[src/pkg/relay_guard_regs.vh]
`ifndef RELAY_GUARD_REGS_VH
`define RELAY_GUARD_REGS_VH

// Timing
`define CLK_PERIOD_NS   10
`define TICK_NS         10000000
`define TICK_CYC        (`TICK_NS / `CLK_PERIOD_NS)
`define LONG_MS         3000
`define LONG_TICKS      (`LONG_MS / 10)
`define DEBOUNCE_TICKS  2
`define REPEAT_TICKS    20

// Value ranges: currents in 10 mA units, times in 10 ms ticks
`define FULL_RANGE      16'h01F4
`define TIME_MAX        16'h2706
`define RELEASE_OFF     16'hFFFF

// Menu items
`define ITEM_UPPER      4'h0
`define ITEM_LOWER      4'h1
`define ITEM_BLANK      4'h2
`define ITEM_TRIP       4'h3
`define ITEM_RELEASE    4'h4
`define ITEM_LAST       4'h8

// Register word addresses
`define REG_UPPER       4'h0
`define REG_LOWER       4'h1
`define REG_BLANK       4'h2
`define REG_TRIP        4'h3
`define REG_RELEASE     4'h4
`define REG_CURRENT     4'h5
`define REG_STATUS      4'h6
`define REG_IRQ_STATUS  4'h7
`define REG_IRQ_MASK    4'h8

// Status bits
`define ST_RELAY        0
`define ST_BLANK        1
`define ST_LATCHED      2
`define ST_VIOLATION    3

// Event bits
`define EV_TRIP         0
`define EV_RELEASE      1
`define EV_BLANK_DONE   2
`define EV_SAVED        3

// Reset values of the parameters
`define RST_UPPER       16'h0000
`define RST_LOWER       16'h0000
`define RST_BLANK       16'h0064
`define RST_TRIP        16'h0064
`define RST_RELEASE     16'h0064

`endif

[src/hdl/current_limit_relay_protector.v]
`timescale 1ns/1ps
`include "relay_guard_regs.vh"

module current_limit_relay_protector #(
  parameter TICK_CYC   = `TICK_CYC,
  parameter LONG_TICKS = `LONG_TICKS
) (
  // Clock and reset
  input  wire        CLK_SYS_IN,
  input  wire        RESET_N_IN,
  // Front-panel keys, high while pressed
  input  wire        KEY_SET_IN,
  input  wire        KEY_PLUS_IN,
  input  wire        KEY_MINUS_IN,
  input  wire        KEY_CANCEL_IN,
  // Measured current, 10 mA units, same clock
  input  wire [15:0] CURRENT_IN,
  // Avalon-MM slave
  input  wire [3:0]  AVS_ADDRESS_IN,
  input  wire        AVS_READ_IN,
  input  wire        AVS_WRITE_IN,
  input  wire [31:0] AVS_WRITEDATA_IN,
  output reg  [31:0] AVS_READDATA_OUT,
  output reg         AVS_WAITREQUEST_OUT,
  // Relay and interrupt
  output reg         RELAY_OUT,
  output reg         IRQ_OUT,
  // Display
  output reg  [1:0]  DISP_MODE_OUT,
  output reg  [3:0]  DISP_ITEM_OUT,
  output reg  [15:0] DISP_VALUE_OUT,
  output reg  [1:0]  DISP_CURSOR_OUT,
  output reg         DISP_FLASH_OUT
);

  localparam [1:0] ST_LIVE = 2'h0;
  localparam [1:0] ST_MENU = 2'h1;
  localparam [1:0] ST_EDIT = 2'h2;

  // Acceptance check shared by key saves and bus writes
  function param_ok;
    input [3:0]  item;
    input [15:0] v;
    input [15:0] up;
    input [15:0] lo;
    begin
      case (item)
        `ITEM_UPPER:
          param_ok = (v == 16'h0000) ||
                     ((v >= lo) && (v <= `FULL_RANGE));
        `ITEM_LOWER:
          param_ok = (v == 16'h0000) ||
                     ((up == 16'h0000) ? (v <= `FULL_RANGE)
                                       : (v <= up));
        `ITEM_BLANK, `ITEM_TRIP:
          param_ok = (v <= `TIME_MAX);
        `ITEM_RELEASE:
          param_ok = (v <= `TIME_MAX) || (v == `RELEASE_OFF);
        default:
          param_ok = 1'b0;
      endcase
    end
  endfunction

  function [15:0] pow10;
    input [1:0] d;
    begin
      case (d)
        2'h0:    pow10 = 16'h0001;
        2'h1:    pow10 = 16'h000A;
        2'h2:    pow10 = 16'h0064;
        default: pow10 = 16'h03E8;
      endcase
    end
  endfunction

  // Time base
  reg  [23:0] tick_cnt_q;
  reg         tick_q;

  always @(posedge CLK_SYS_IN or negedge RESET_N_IN) begin
    if (!RESET_N_IN) begin
      tick_cnt_q <= 24'h000000;
      tick_q     <= 1'b0;
    end else if (tick_cnt_q == TICK_CYC - 1) begin
      tick_cnt_q <= 24'h000000;
      tick_q     <= 1'b1;
    end else begin
      tick_cnt_q <= tick_cnt_q + 24'h000001;
      tick_q     <= 1'b0;
    end
  end

  // Keys: bit 0 set, 1 plus, 2 minus, 3 cancel
  wire [3:0] key_raw = {KEY_CANCEL_IN, KEY_MINUS_IN, KEY_PLUS_IN, KEY_SET_IN};
  wire [3:0] press_w;
  wire [3:0] short_w;
  wire [3:0] long_w;

  genvar k;
  generate
    for (k = 0; k < 4; k = k + 1) begin : keys
      key_sense #(
        .LONG_TICKS (LONG_TICKS),
        .DEB_TICKS  (`DEBOUNCE_TICKS),
        .REP_TICKS  (`REPEAT_TICKS)
      ) u_key (
        .clk_in    (CLK_SYS_IN),
        .rst_n_in  (RESET_N_IN),
        .tick_in   (tick_q),
        .key_in    (key_raw[k]),
        .press_out (press_w[k]),
        .short_out (short_w[k]),
        .long_out  (long_w[k])
      );
    end
  endgenerate

  // Stored parameters
  reg [15:0] upper_q;
  reg [15:0] lower_q;
  reg [15:0] blank_t_q;
  reg [15:0] trip_t_q;
  reg [15:0] rel_t_q;

  // Menu state
  reg [1:0]  state_q;
  reg [3:0]  item_q;
  reg [15:0] edit_q;
  reg [1:0]  digit_q;

  // Protection state
  reg        blank_q;
  reg [15:0] blank_cnt_q;
  reg [15:0] trip_cnt_q;
  reg [15:0] rel_cnt_q;
  reg        relay_q;

  // Bus and interrupt state
  reg [3:0]  irq_st_q;
  reg [3:0]  irq_mask_q;

  wire bus_req  = AVS_READ_IN | AVS_WRITE_IN;
  wire bus_done = bus_req & ~AVS_WAITREQUEST_OUT;
  wire bus_wr   = bus_done & AVS_WRITE_IN;
  wire bus_rd   = bus_done & AVS_READ_IN;
  wire [15:0] wr_val = AVS_WRITEDATA_IN[15:0];
  wire wr_ok = param_ok(AVS_ADDRESS_IN, wr_val, upper_q, lower_q);

  // Limit evaluation
  wire over  = (upper_q != 16'h0000) && (CURRENT_IN > upper_q);
  wire under = (lower_q != 16'h0000) && (CURRENT_IN < lower_q);
  wire viol  = over | under;
  wire fault = viol & ~blank_q;
  wire latch_mode = (rel_t_q == `RELEASE_OFF);

  reg [15:0] item_val;
  always @* begin
    case (item_q)
      `ITEM_UPPER:   item_val = upper_q;
      `ITEM_LOWER:   item_val = lower_q;
      `ITEM_BLANK:   item_val = blank_t_q;
      `ITEM_TRIP:    item_val = trip_t_q;
      `ITEM_RELEASE: item_val = rel_t_q;
      default:       item_val = 16'h0000;
    endcase
  end

  // Edit value stepping
  wire [15:0] step   = pow10(digit_q);
  wire [15:0] maxv   = (item_q <= `ITEM_LOWER) ? `FULL_RANGE : `TIME_MAX;
  wire [16:0] sum    = {1'b0, edit_q} + {1'b0, step};
  reg  [15:0] edit_up;
  reg  [15:0] edit_dn;
  always @* begin
    if (edit_q == `RELEASE_OFF)
      edit_up = `RELEASE_OFF;
    else if (sum > {1'b0, maxv})
      // Past the top only the release item at the top digit reaches off
      edit_up = (item_q == `ITEM_RELEASE && digit_q == 2'h3) ?
                `RELEASE_OFF : maxv;
    else
      edit_up = sum[15:0];
    if (edit_q == `RELEASE_OFF)
      edit_dn = `TIME_MAX;
    else if (edit_q < step)
      edit_dn = 16'h0000;
    else
      edit_dn = edit_q - step;
  end

  wire save_key = (state_q == ST_EDIT) && long_w[0];
  wire save_ok  = save_key && param_ok(item_q, edit_q, upper_q, lower_q);
  wire restore  = long_w[3] && (state_q == ST_LIVE) && latch_mode &&
                  relay_q && !viol;

  // Menu machine
  always @(posedge CLK_SYS_IN or negedge RESET_N_IN) begin
    if (!RESET_N_IN) begin
      state_q <= ST_LIVE;
      item_q  <= 4'h0;
      edit_q  <= 16'h0000;
      digit_q <= 2'h0;
    end else begin
      case (state_q)
        ST_LIVE: begin
          if (long_w[0]) begin
            state_q <= ST_MENU;
            item_q  <= `ITEM_UPPER;
          end
        end
        ST_MENU: begin
          if (press_w[1])
            item_q <= (item_q == `ITEM_LAST) ? 4'h0
                                             : item_q + 4'h1;
          else if (press_w[2])
            item_q <= (item_q == 4'h0) ? `ITEM_LAST
                                       : item_q - 4'h1;
          else if (short_w[0] && item_q <= `ITEM_RELEASE) begin
            state_q <= ST_EDIT;
            edit_q  <= item_val;
            digit_q <= 2'h0;
          end else if (short_w[3] || long_w[0])
            state_q <= ST_LIVE;
        end
        ST_EDIT: begin
          if (save_key)
            state_q <= ST_LIVE;
          else if (short_w[3])
            state_q <= ST_MENU;
          else if (short_w[0])
            digit_q <= digit_q + 2'h1;
          else if (press_w[1])
            edit_q <= edit_up;
          else if (press_w[2])
            edit_q <= edit_dn;
        end
        default: state_q <= ST_LIVE;
      endcase
    end
  end

  // Parameter storage from keys or bus
  always @(posedge CLK_SYS_IN or negedge RESET_N_IN) begin
    if (!RESET_N_IN) begin
      upper_q   <= `RST_UPPER;
      lower_q   <= `RST_LOWER;
      blank_t_q <= `RST_BLANK;
      trip_t_q  <= `RST_TRIP;
      rel_t_q   <= `RST_RELEASE;
    end else if (save_ok) begin
      case (item_q)
        `ITEM_UPPER:   upper_q   <= edit_q;
        `ITEM_LOWER:   lower_q   <= edit_q;
        `ITEM_BLANK:   blank_t_q <= edit_q;
        `ITEM_TRIP:    trip_t_q  <= edit_q;
        `ITEM_RELEASE: rel_t_q   <= edit_q;
        default:       upper_q   <= upper_q;
      endcase
    end else if (bus_wr && wr_ok) begin
      case (AVS_ADDRESS_IN)
        `REG_UPPER:   upper_q   <= wr_val;
        `REG_LOWER:   lower_q   <= wr_val;
        `REG_BLANK:   blank_t_q <= wr_val;
        `REG_TRIP:    trip_t_q  <= wr_val;
        `REG_RELEASE: rel_t_q   <= wr_val;
        default:      upper_q   <= upper_q;
      endcase
    end
  end

  // Protection timers and relay
  wire blank_end = blank_q && ((blank_t_q == 16'h0000) ||
                   (blank_cnt_q >= blank_t_q));
  wire trip_now  = !relay_q && fault && ((trip_t_q == 16'h0000) ||
                   (trip_cnt_q >= trip_t_q));
  wire rel_now   = relay_q && !viol && !latch_mode &&
                   ((rel_t_q == 16'h0000) ||
                    (rel_cnt_q >= rel_t_q));

  always @(posedge CLK_SYS_IN or negedge RESET_N_IN) begin
    if (!RESET_N_IN) begin
      blank_q     <= 1'b1;
      blank_cnt_q <= 16'h0000;
      trip_cnt_q  <= 16'h0000;
      rel_cnt_q   <= 16'h0000;
      relay_q     <= 1'b0;
    end else begin
      if (blank_end)
        blank_q <= 1'b0;
      else if (blank_q && tick_q)
        blank_cnt_q <= blank_cnt_q + 16'h0001;
      // Counters restart whenever their condition drops
      if (!fault || relay_q)
        trip_cnt_q <= 16'h0000;
      else if (tick_q && trip_cnt_q != 16'hFFFF)
        trip_cnt_q <= trip_cnt_q + 16'h0001;
      if (!relay_q || viol)
        rel_cnt_q <= 16'h0000;
      else if (tick_q && rel_cnt_q != 16'hFFFF)
        rel_cnt_q <= rel_cnt_q + 16'h0001;
      if (trip_now)
        relay_q <= 1'b1;
      else if (rel_now || restore)
        relay_q <= 1'b0;
    end
  end

  // Register bus: one wait cycle, then the answer
  wire [3:0] events = {save_ok | (bus_wr & wr_ok), blank_end,
                       rel_now | restore, trip_now};
  wire irq_clr = bus_rd && (AVS_ADDRESS_IN == `REG_IRQ_STATUS);
  wire [3:0] status = {viol, latch_mode, blank_q, relay_q};

  reg [31:0] rd_mux;
  always @* begin
    case (AVS_ADDRESS_IN)
      `REG_UPPER:      rd_mux = {16'h0000, upper_q};
      `REG_LOWER:      rd_mux = {16'h0000, lower_q};
      `REG_BLANK:      rd_mux = {16'h0000, blank_t_q};
      `REG_TRIP:       rd_mux = {16'h0000, trip_t_q};
      `REG_RELEASE:    rd_mux = {16'h0000, rel_t_q};
      `REG_CURRENT:    rd_mux = {16'h0000, CURRENT_IN};
      `REG_STATUS:     rd_mux = {28'h0000000, status};
      `REG_IRQ_STATUS: rd_mux = {28'h0000000, irq_st_q};
      `REG_IRQ_MASK:   rd_mux = {28'h0000000, irq_mask_q};
      default:         rd_mux = 32'h00000000;
    endcase
  end

  always @(posedge CLK_SYS_IN or negedge RESET_N_IN) begin
    if (!RESET_N_IN) begin
      AVS_WAITREQUEST_OUT <= 1'b1;
      AVS_READDATA_OUT    <= 32'h00000000;
      irq_st_q            <= 4'h0;
      irq_mask_q          <= 4'h0;
      IRQ_OUT             <= 1'b0;
    end else begin
      AVS_WAITREQUEST_OUT <= ~(bus_req & AVS_WAITREQUEST_OUT);
      if (bus_req && AVS_WAITREQUEST_OUT && AVS_READ_IN)
        AVS_READDATA_OUT <= rd_mux;
      if (bus_wr && AVS_ADDRESS_IN == `REG_IRQ_MASK)
        irq_mask_q <= AVS_WRITEDATA_IN[3:0];
      // A new event wins over the read that clears
      irq_st_q <= (irq_st_q & {4{~irq_clr}}) | events;
      IRQ_OUT  <= |(irq_st_q & irq_mask_q);
    end
  end

  // Display and relay outputs
  always @(posedge CLK_SYS_IN or negedge RESET_N_IN) begin
    if (!RESET_N_IN) begin
      RELAY_OUT       <= 1'b0;
      DISP_MODE_OUT   <= ST_LIVE;
      DISP_ITEM_OUT   <= 4'h0;
      DISP_VALUE_OUT  <= 16'h0000;
      DISP_CURSOR_OUT <= 2'h0;
      DISP_FLASH_OUT  <= 1'b0;
    end else begin
      RELAY_OUT       <= relay_q;
      DISP_MODE_OUT   <= state_q;
      DISP_ITEM_OUT   <= item_q;
      DISP_CURSOR_OUT <= digit_q;
      DISP_FLASH_OUT  <= (state_q == ST_EDIT);
      case (state_q)
        ST_LIVE: DISP_VALUE_OUT <= CURRENT_IN;
        ST_EDIT: DISP_VALUE_OUT <= edit_q;
        default: DISP_VALUE_OUT <= item_val;
      endcase
    end
  end

endmodule

[src/hdl/key_sense.v]
`timescale 1ns/1ps
`include "relay_guard_regs.vh"

module key_sense #(
  parameter LONG_TICKS = `LONG_TICKS,
  parameter DEB_TICKS  = `DEBOUNCE_TICKS,
  parameter REP_TICKS  = `REPEAT_TICKS
) (
  // Clock and reset
  input  wire clk_in,
  input  wire rst_n_in,
  input  wire tick_in,
  // Raw key, high while pressed
  input  wire key_in,
  // Classified events, one-cycle pulses
  output reg  press_out,
  output reg  short_out,
  output reg  long_out
);

  reg        s1_q;
  reg        s2_q;
  reg        stable_q;
  reg        long_seen_q;
  reg [3:0]  deb_q;
  reg [11:0] hold_q;
  reg [7:0]  rep_q;

  always @(posedge clk_in or negedge rst_n_in) begin
    if (!rst_n_in) begin
      s1_q        <= 1'b0;
      s2_q        <= 1'b0;
      stable_q    <= 1'b0;
      long_seen_q <= 1'b0;
      deb_q       <= 4'h0;
      hold_q      <= 12'h000;
      rep_q       <= 8'h00;
      press_out   <= 1'b0;
      short_out   <= 1'b0;
      long_out    <= 1'b0;
    end else begin
      s1_q      <= key_in;
      s2_q      <= s1_q;
      press_out <= 1'b0;
      short_out <= 1'b0;
      long_out  <= 1'b0;
      if (s2_q != stable_q) begin
        if (tick_in) begin
          if (deb_q == DEB_TICKS - 1) begin
            deb_q    <= 4'h0;
            stable_q <= s2_q;
            if (s2_q) begin
              press_out   <= 1'b1;
              hold_q      <= 12'h000;
              rep_q       <= 8'h00;
              long_seen_q <= 1'b0;
            end else if (long_seen_q) begin
              long_out <= 1'b1;
            end else begin
              short_out <= 1'b1;
            end
          end else begin
            deb_q <= deb_q + 4'h1;
          end
        end
      end else begin
        deb_q <= 4'h0;
        if (stable_q && tick_in) begin
          if (hold_q == LONG_TICKS - 1)
            long_seen_q <= 1'b1;
          if (!long_seen_q)
            hold_q <= hold_q + 12'h001;
          // Held keys repeat so a value can be run up quickly
          if (rep_q == REP_TICKS - 1) begin
            rep_q     <= 8'h00;
            press_out <= 1'b1;
          end else begin
            rep_q <= rep_q + 8'h01;
          end
        end
      end
    end
  end

endmodule

[config.mk]
export PLATFORM = sky130hd
export DESIGN_NAME = current_limit_relay_protector
export DESIGN_NICKNAME = d
export VERILOG_FILES = /design/src/hdl/current_limit_relay_protector.v /design/src/hdl/key_sense.v
export VERILOG_INCLUDE_DIRS = /design/src /design/src/pkg
export SDC_FILE = /design/constraint.sdc
export NUM_CORES = 1
export LEC_CHECK = 0
export BUFFER_PORTS_ARGS = -buffer_cell sky130_fd_sc_hd__buf_2
export CAP_MARGIN = 20
export CORE_ASPECT_RATIO = 1.1
export CORE_UTILIZATION = 63
export DETAILED_ROUTE_END_ITERATION = 10
export GPL_TIMING_DRIVEN = 0
export PLACE_DENSITY = 0.82
export SYNTH_ARGS = -nofsm -noshare
export SYNTH_HDL_FRONTEND = slang
export SYNTH_SLANG_ARGS = --single-unit
[constraint.sdc]
create_clock -name CLK_SYS_IN -period 5.1 [get_ports CLK_SYS_IN]
set_input_delay 0.51 -clock CLK_SYS_IN [delete_from_list [all_inputs] [get_ports CLK_SYS_IN]]
set_output_delay 0.51 -clock CLK_SYS_IN [all_outputs]
set_load 0.1 [all_outputs]
Word-level counts from Yosys, hierarchy flattened

Index checks and enable logic that the tools add are counted.

Bits in registers: 323
Latch bits: 0
Memory bits (writable): 0
Bits in read-only memories: 0
Input bits: 60
Output and inout port bits: 60
Word-level logic and storage cells: 425
Memories: 0

$add $sub $neg: 17
Multiply operators: 0
Divide/modulo/power cells: 0
Magnitude comparators: 17
Eq/ne operators: 67
Shift operators: 0
Muxes and demuxes: 152
Bitwise operators: 18
Reductions and logical operators: 99

Operator list:

| kind                                                                     | number |
|---|---|
| 16-bit two-way mux                                                       | 37 |
| 12-bit two-way mux                                                       | 12 |
| 16-bit one-hot mux with 9 select lines                                   | 1 |
| 16-bit zero test                                                         | 6 |
| 8-bit two-way mux                                                        | 12 |
| 16-bit >= comparator                                                     | 5 |
| 16-bit one-hot mux with 5 select lines                                   | 1 |
| 4-bit two-way mux                                                        | 17 |
| 16-bit one-hot mux with 2 select lines                                   | 2 |
| 1-bit two-way mux                                                        | 49 |
| 16-bit by 1-bit adder with 16-bit output (second input constant)         | 3 |
| 16-bit == test (second input constant)                                   | 3 |
| 2-bit nonzero test                                                       | 17 |
| 16-bit by 14-bit <= comparator with 1-bit output (second input constant) | 2 |
| 16-bit <= comparator                                                     | 2 |
| 16-bit by 9-bit <= comparator with 1-bit output (second input constant)  | 2 |
| 16-bit less-than comparator                                              | 2 |
| 16-bit inequality test (second input constant)                           | 2 |
| 2-bit inequality test (second input constant)                            | 16 |
| 16-bit nonzero test                                                      | 2 |
| 1-bit logical AND                                                        | 30 |
| 10-bit one-hot mux with 3 select lines                                   | 1 |
| 3-bit AND reduction                                                      | 10 |
| 2-bit two-way mux                                                        | 13 |
| other kinds (48)                                                         | 123 |

Longest topological paths before layout

Depth in word-level cells: 11
Depth in mapped cells: 22
Mapped depth without buffers: 21

Modules after synthesis

Synthesis repeated with hierarchy kept, for this count alone.

Cell total of the unflattened synthesis: 2605
Area total of the unflattened synthesis: 23822.8 um^2

By module, submodules not included:

| module                         | times used | cells an instance | area each (um^2) | sequential area each (um^2) |
|---|---|---|---|---|
| current_limit_relay_protector  | 1          | 1945              | 17475.5          | 5794.3 |
| key_sense at keys[0].u_key ... | 3          | 167               | 1600.3           | 775.7 |
| key_sense at keys[3].u_key     | 1          | 159               | 1546.5           | 775.7 |

Worst setup path after synthesis

OpenSTA, ideal clock, no wires.

Path type: register to register
Start: reg digit_q[1]
End: reg edit_q[1]
Data arrival time: 4188 ps
Data required time: 4964 ps
Slack: 775 ps
Cell stages (with the launch flop): 20
Clock period less this slack: 4325 ps
Cell sequence: dfrtp_1 -> inv_1 -> ha_1 -> inv_1 -> nand2_1 -> ha_1 -> o311ai_0 -> a211o_1 -> o41ai_2 -> nand3_1 -> xnor2_1 -> ha_1 -> or3_1 -> a211oi_1 -> a2bb2oi_1 -> a211oi_2 -> nand2_2 -> buf_4 -> a31oi_1 -> a31oi_1

Longest elaborated chain between the ends: 11
Elaborated cells on any way between the ends: 21

RTL lines:

| element                                                                                      | RTL line                                                                 | source |
|---|---|---|
| from (decl)                                                                                  | current_limit_relay_protector.v:130                                      | `reg [1:0] digit_q;` |
| from (signal assigned)                                                                       | current_limit_relay_protector.v:232                                      | `digit_q <= digit_q + 2'h1;` |
| 2-bit == test, or another cell as far along                                                  | current_limit_relay_protector.v:68                                       | `case (d)` |
| 10-bit one-hot mux with 3 select lines                                                       | current_limit_relay_protector.v:68                                       |  |
| 16-bit by 16-bit adder with 17-bit output, or another cell as far along                      | current_limit_relay_protector.v:172                                      | `wire [16:0] sum = {1'b0, edit_q} + {1'b0, step};` |
| 17-bit by 14-bit > comparator with 1-bit output / 16-bit two-way mux (equally long branches) | current_limit_relay_protector.v:178, current_limit_relay_protector.v:186 |  |
| 16-bit two-way mux (on tied branches)                                                        | current_limit_relay_protector.v:178, current_limit_relay_protector.v:184 |  |
| 16-bit two-way mux (on tied branches)                                                        | current_limit_relay_protector.v:176, current_limit_relay_protector.v:235 |  |
| 16-bit two-way mux (*)                                                                       | current_limit_relay_protector.v:233                                      | `else if (press_w[1])` |
| 16-bit two-way mux (*)                                                                       | current_limit_relay_protector.v:231                                      | `else if (short_w[0])` |
| 16-bit two-way mux (*)                                                                       | current_limit_relay_protector.v:229                                      | `else if (short_w[3])` |
| 16-bit two-way mux (*)                                                                       | current_limit_relay_protector.v:227                                      | `if (save_key)` |
| 16-bit one-hot mux with 2 select lines (*)                                                   | current_limit_relay_protector.v:205                                      | `case (state_q)` |
| to (signal assigned)                                                                         | current_limit_relay_protector.v:221                                      | `edit_q <= item_val;` |
| to (signal assigned)                                                                         | current_limit_relay_protector.v:234                                      | `edit_q <= edit_up;` |
| to (signal assigned)                                                                         | current_limit_relay_protector.v:236                                      | `edit_q <= edit_dn;` |
| to (decl)                                                                                    | current_limit_relay_protector.v:129                                      | `reg [15:0] edit_q;` |

Mark *: on every way between the ends. The rest lies on a longest branch, timed or not. The select of a mux whose other input is x is not followed.
A chain may end at the register's enable or synchronous reset.

Worst setup path in the final report

Same ends and word-level chain as after synthesis.

==> metrics.md <==
| Metric | Value |
|---|---|
| Status | finished, violations left |
| Failing checks | DRC |
| Relative slew slack | 22.1% |
| TritonCTS buffer count | 35 |
| Static leakage power | 11.0 nW |
| Post-synthesis xor/xnor area fraction | 4.29% |
| VDD IR-drop max | 0.301 mV |
| Post-DP HPWL | 55800 µm |
| FMAX | 0.203 GHz |
| Ys flop type | dfrtp_1 |
| Post-DRT Antenna Nets | 0 |
| Fill cells | 2473 |
| TNS Setup | 0 ns |
| PortBufs | 85 |
| Hold Crit Depth | 1 |
| Post-synthesis sequential area ratio | 36.9% |
| CP Capture Type | register |
| Global-route wire length before repair | 114000 µm |
| CTS root buf | clkbuf_16 |
| Post-Synth Simple-Gate Area | 17.7% |
| Cell family with most CP delay | compound AO/OA/AOI/OAI gates |
| Buf+Inv Stages, Crit Path | 3 |
| Starting DRC count in detailed routing | 2753 |
| Mapped cell area | 0.0208 mm² |
| Critical Path AT | 5.34 ns |
| Synth cell types | 91 |
| CP peak stage delay | 0.47 ns |
| Fin crit share | 96.6% |
| CTS tree | yes |
| Reg2reg setup slack | 0.17 ns |
| Crit start category | register |
| Worst path required time | 5.51 ns |
| Share of layout cells above drive strength 1 | 10.9% |
| Post-synth EDFFs | 0 |
| Slew Limit Fails | 0 |
| Die height | 193 µm |
| Clock skew | 0.0137 ns |
| Worst-Margin Slew | 1.17 ns |
| Pwr dens | 261 mW/mm² |
| CTS Sinks | 307 |
| Post-layout min period | 4.93 ns |
| Htree depth | 2 |
| Synth area leader | dfrtp_1 |
| Main combinational cell family by area after synthesis | compound AO/OA/AOI/OAI gates |
| Antenna violations before repair | 7 |
| Finished Layout Cells | 2880 |
| Compound-Gate Fraction of Synth Area | 21.6% |
| YS warnings | 0 |
| Starting density of the core | 64.2% |
| CP Max Fanout | 10 |
| Clk slew on worst S/H paths | 0.06 ns |
| Top Registers | keys.u_key.hold_q x24, tick_cnt_q x24 |
| Cells after synthesis | 2275 |
| Synth top area share | 35.5% |
| Total global routing overflow | 0 |
| Final setup margin | 0.174 ns |
| Placed insts | 2803 |
| GRT Total Usage | 45.3% |
| Maxcap violations | 0 |
| Crit path kind | register to register |
| Die Area | 0.0338 mm² |
| Ranking of synthesized cells by area | dfrtp_1 (36%), ha_1 (12%), nor2_1 (3.1%), o21ai_0 (2.9%), nand2_1 (2.7%) |
| Largest net degree at the start of global routing | 125 |
| Finish-stage setup viols | 0 |
| # rows | 69 |
| CP Cell Sequence | buf_4 -> ha_1 -> inv_1 -> nand2_1 -> ha_4 -> o311ai_1 -> a211o_1 -> o41ai_4 -> nand3_1 -> xnor2_1 -> ha_1 -> or3_1 -> a211oi_1 -> a2bb2oi_1 -> a211oi_2 -> nand2_2 -> buf_4 -> a31oi_2 -> a31oi_1 |
| Worst Hold Path EP | keys[1].u_key.s1_q |
| R2R Path End | edit_q[1] |
| Avg Inst Size Synth | 9.16 µm² |
| Final Wtd Congestion | 1.09 |
| Die extent in x | 175 µm |
| FFs w/ async S/R, synth | 100% |
| Hold_sp | KEY_PLUS_IN |
| Total power | 0.00608 W |
| Worst hold path class | primary input to register |
| Register area | 0.00770 mm² |
| Post-synthesis mux area share | 1.76% |
| Multi-input gate area | 0.0121 mm² |
| Synth-to-layout area growth | 11.5% |
| Top Ports | 120 |
| Nets | 2685 |
| #FFs+latches synth | 307 |
| Bufs on Longest Clock Path | 3 |
| Levels on crit path | 19 |
| Clk_lat worst skew | 0.55 ns |
| CP max stage cell | dfrtp_2 |
| WL final | 76200 µm |
| Pre-CTS setup slack | -0.407 ns |
| Reg2Reg Depth | 19 |
| Via count | 20100 |
| DRC errors left | 1 |
| Area share of fa/ha/maj cells after synthesis | 12.1% |
| Per-cell routed wire length | 26.5 µm |
| Vias in the first global route | 18900 |
| DR vias/cell | 6.99 |
| Fin. Hold Viols | 0 |
| Worst r2r src | digit_q[1] |
| CORE AREA | 0.0325 mm² |
| DRT Pass-1 Iters | 11 |
synthesized netlist by cell type, types with 9 or more instances:
cell type / instances
dfrtp_1: 296
ha_1: 199
nor2_1: 174
nand2_1: 152
inv_1: 139
o21ai_0: 120
a21oi_1: 112
clkbuf_1: 66
nor3_1: 64
nand3_1: 61
o31ai_1: 58
xor2_1: 58
nand4_1: 55
a21o_1: 52
a22oi_1: 46
xnor2_1: 44
nor2b_1: 39
and3_1: 38
a211oi_1: 31
mux2i_1: 30
nor4_1: 30
buf_2: 26
a31oi_1: 25
a221o_1: 24
buf_4: 22
nand2b_1: 22
a222oi_1: 21
or3_1: 20
a221oi_1: 16
o221a_2: 15
o22ai_1: 12
dfstp_2: 11
and4_1: 10
and2_1: 9
nor2_2: 9
nor4b_1: 9
o21a_1: 9
logic make-up (layout without fill, tap and decap cells):
family,count (synthesis),in the layout
and+or+nand+nor,727,727
AOI/OAI and AO/OA,637,637
DFF,307,307
buffers and inverters,264,422
adders and majority gates,201,201
xor gates and xnor gates,102,102
muxes,36,36
other,1,22
cells in the final DEF, fill, tap and decap left out, types with 58 or more instances in the layout:
master	count
dfrtp_1	295
ha_1	198
nor2_1	174
nand2_1	152
inv_1	138
o21ai_0	120
a21oi_1	112
buf_2	110
clkbuf_1	75
nor3_1	64
nand3_1	61
o31ai_1	58
xor2_1	58
metal layers:
layer  GRT usage (%)  wire (µm)  up-vias
li1                -          -     8758
met1            56.3      28600     9606
met2            69.6      33000     1362
met3            11.3       8350      399
met4            31.6       6330        2
met5               0         13        -
power by group:
group          internal, W  switching (W)
clock              0.00154        0.00106
combinational     0.000218       0.000630
sequential         0.00252       0.000104
total              0.00428        0.00179
stage by stage:
stage                     hold slack [ns]  instance area, µm²  util [%]
after floorplan                     0.214               20900         -
after global placement              0.335               21900      67.3
after detailed placement            0.340               21900      67.5
after CTS                          0.0662               23100      71.2
after global routing               0.0668               23200      71.5
final                              0.0685               23200      71.6
cell type report:
cell class	instances	area share [%]
Antenna cell	6	0.0646
Buffer	124	2.69
Clock buffer	51	4.38
Clock inverter	10	0.652
Inverter	140	2.26
Multi-Input combinational cell	1719	52.1
Sequential cell	307	33.1
Tap cell	426	2.29
Timing Repair Buffer	97	2.44
timing repair:
| action | CTS | global route |
|---|---|---|
| buffers inserted | 0 | 9 |
| pin swaps | 0 | 2 |
| hold endpoints to repair | 1 | 0 |
| hold buffers | 1 | 0 |
| gates resized for setup | 3 | 5 |
| setup endpoints to repair | 15 | 16 |
how the worst max path moves through the flow:
stage / startpoint / to / slack (ns)
final: digit_q[1] / edit_q[1] / 0.17
after global routing: digit_q[1] / edit_q[1] / -0.02
after detailed placement: digit_q[1] / edit_q[11] / -0.41
after CTS: digit_q[1] / edit_q[11] / 0.02
after floorplan: digit_q[1] / edit_q[1] / 0.78
after global placement: RESET_N_IN / tick_cnt_q[0] / -2.21
worst register-to-register path: cells and delay by family, from the launching register on:
kind	cells	cell delay (ns)
fa+ha+maj	3	0.79
simple gates	4	0.80
flops	1	0.47
compound gates	8	1.97
xor+xnor	1	0.20
buf+inv	3	0.56
No activity file was read; power rests on OpenSTA's default activity.
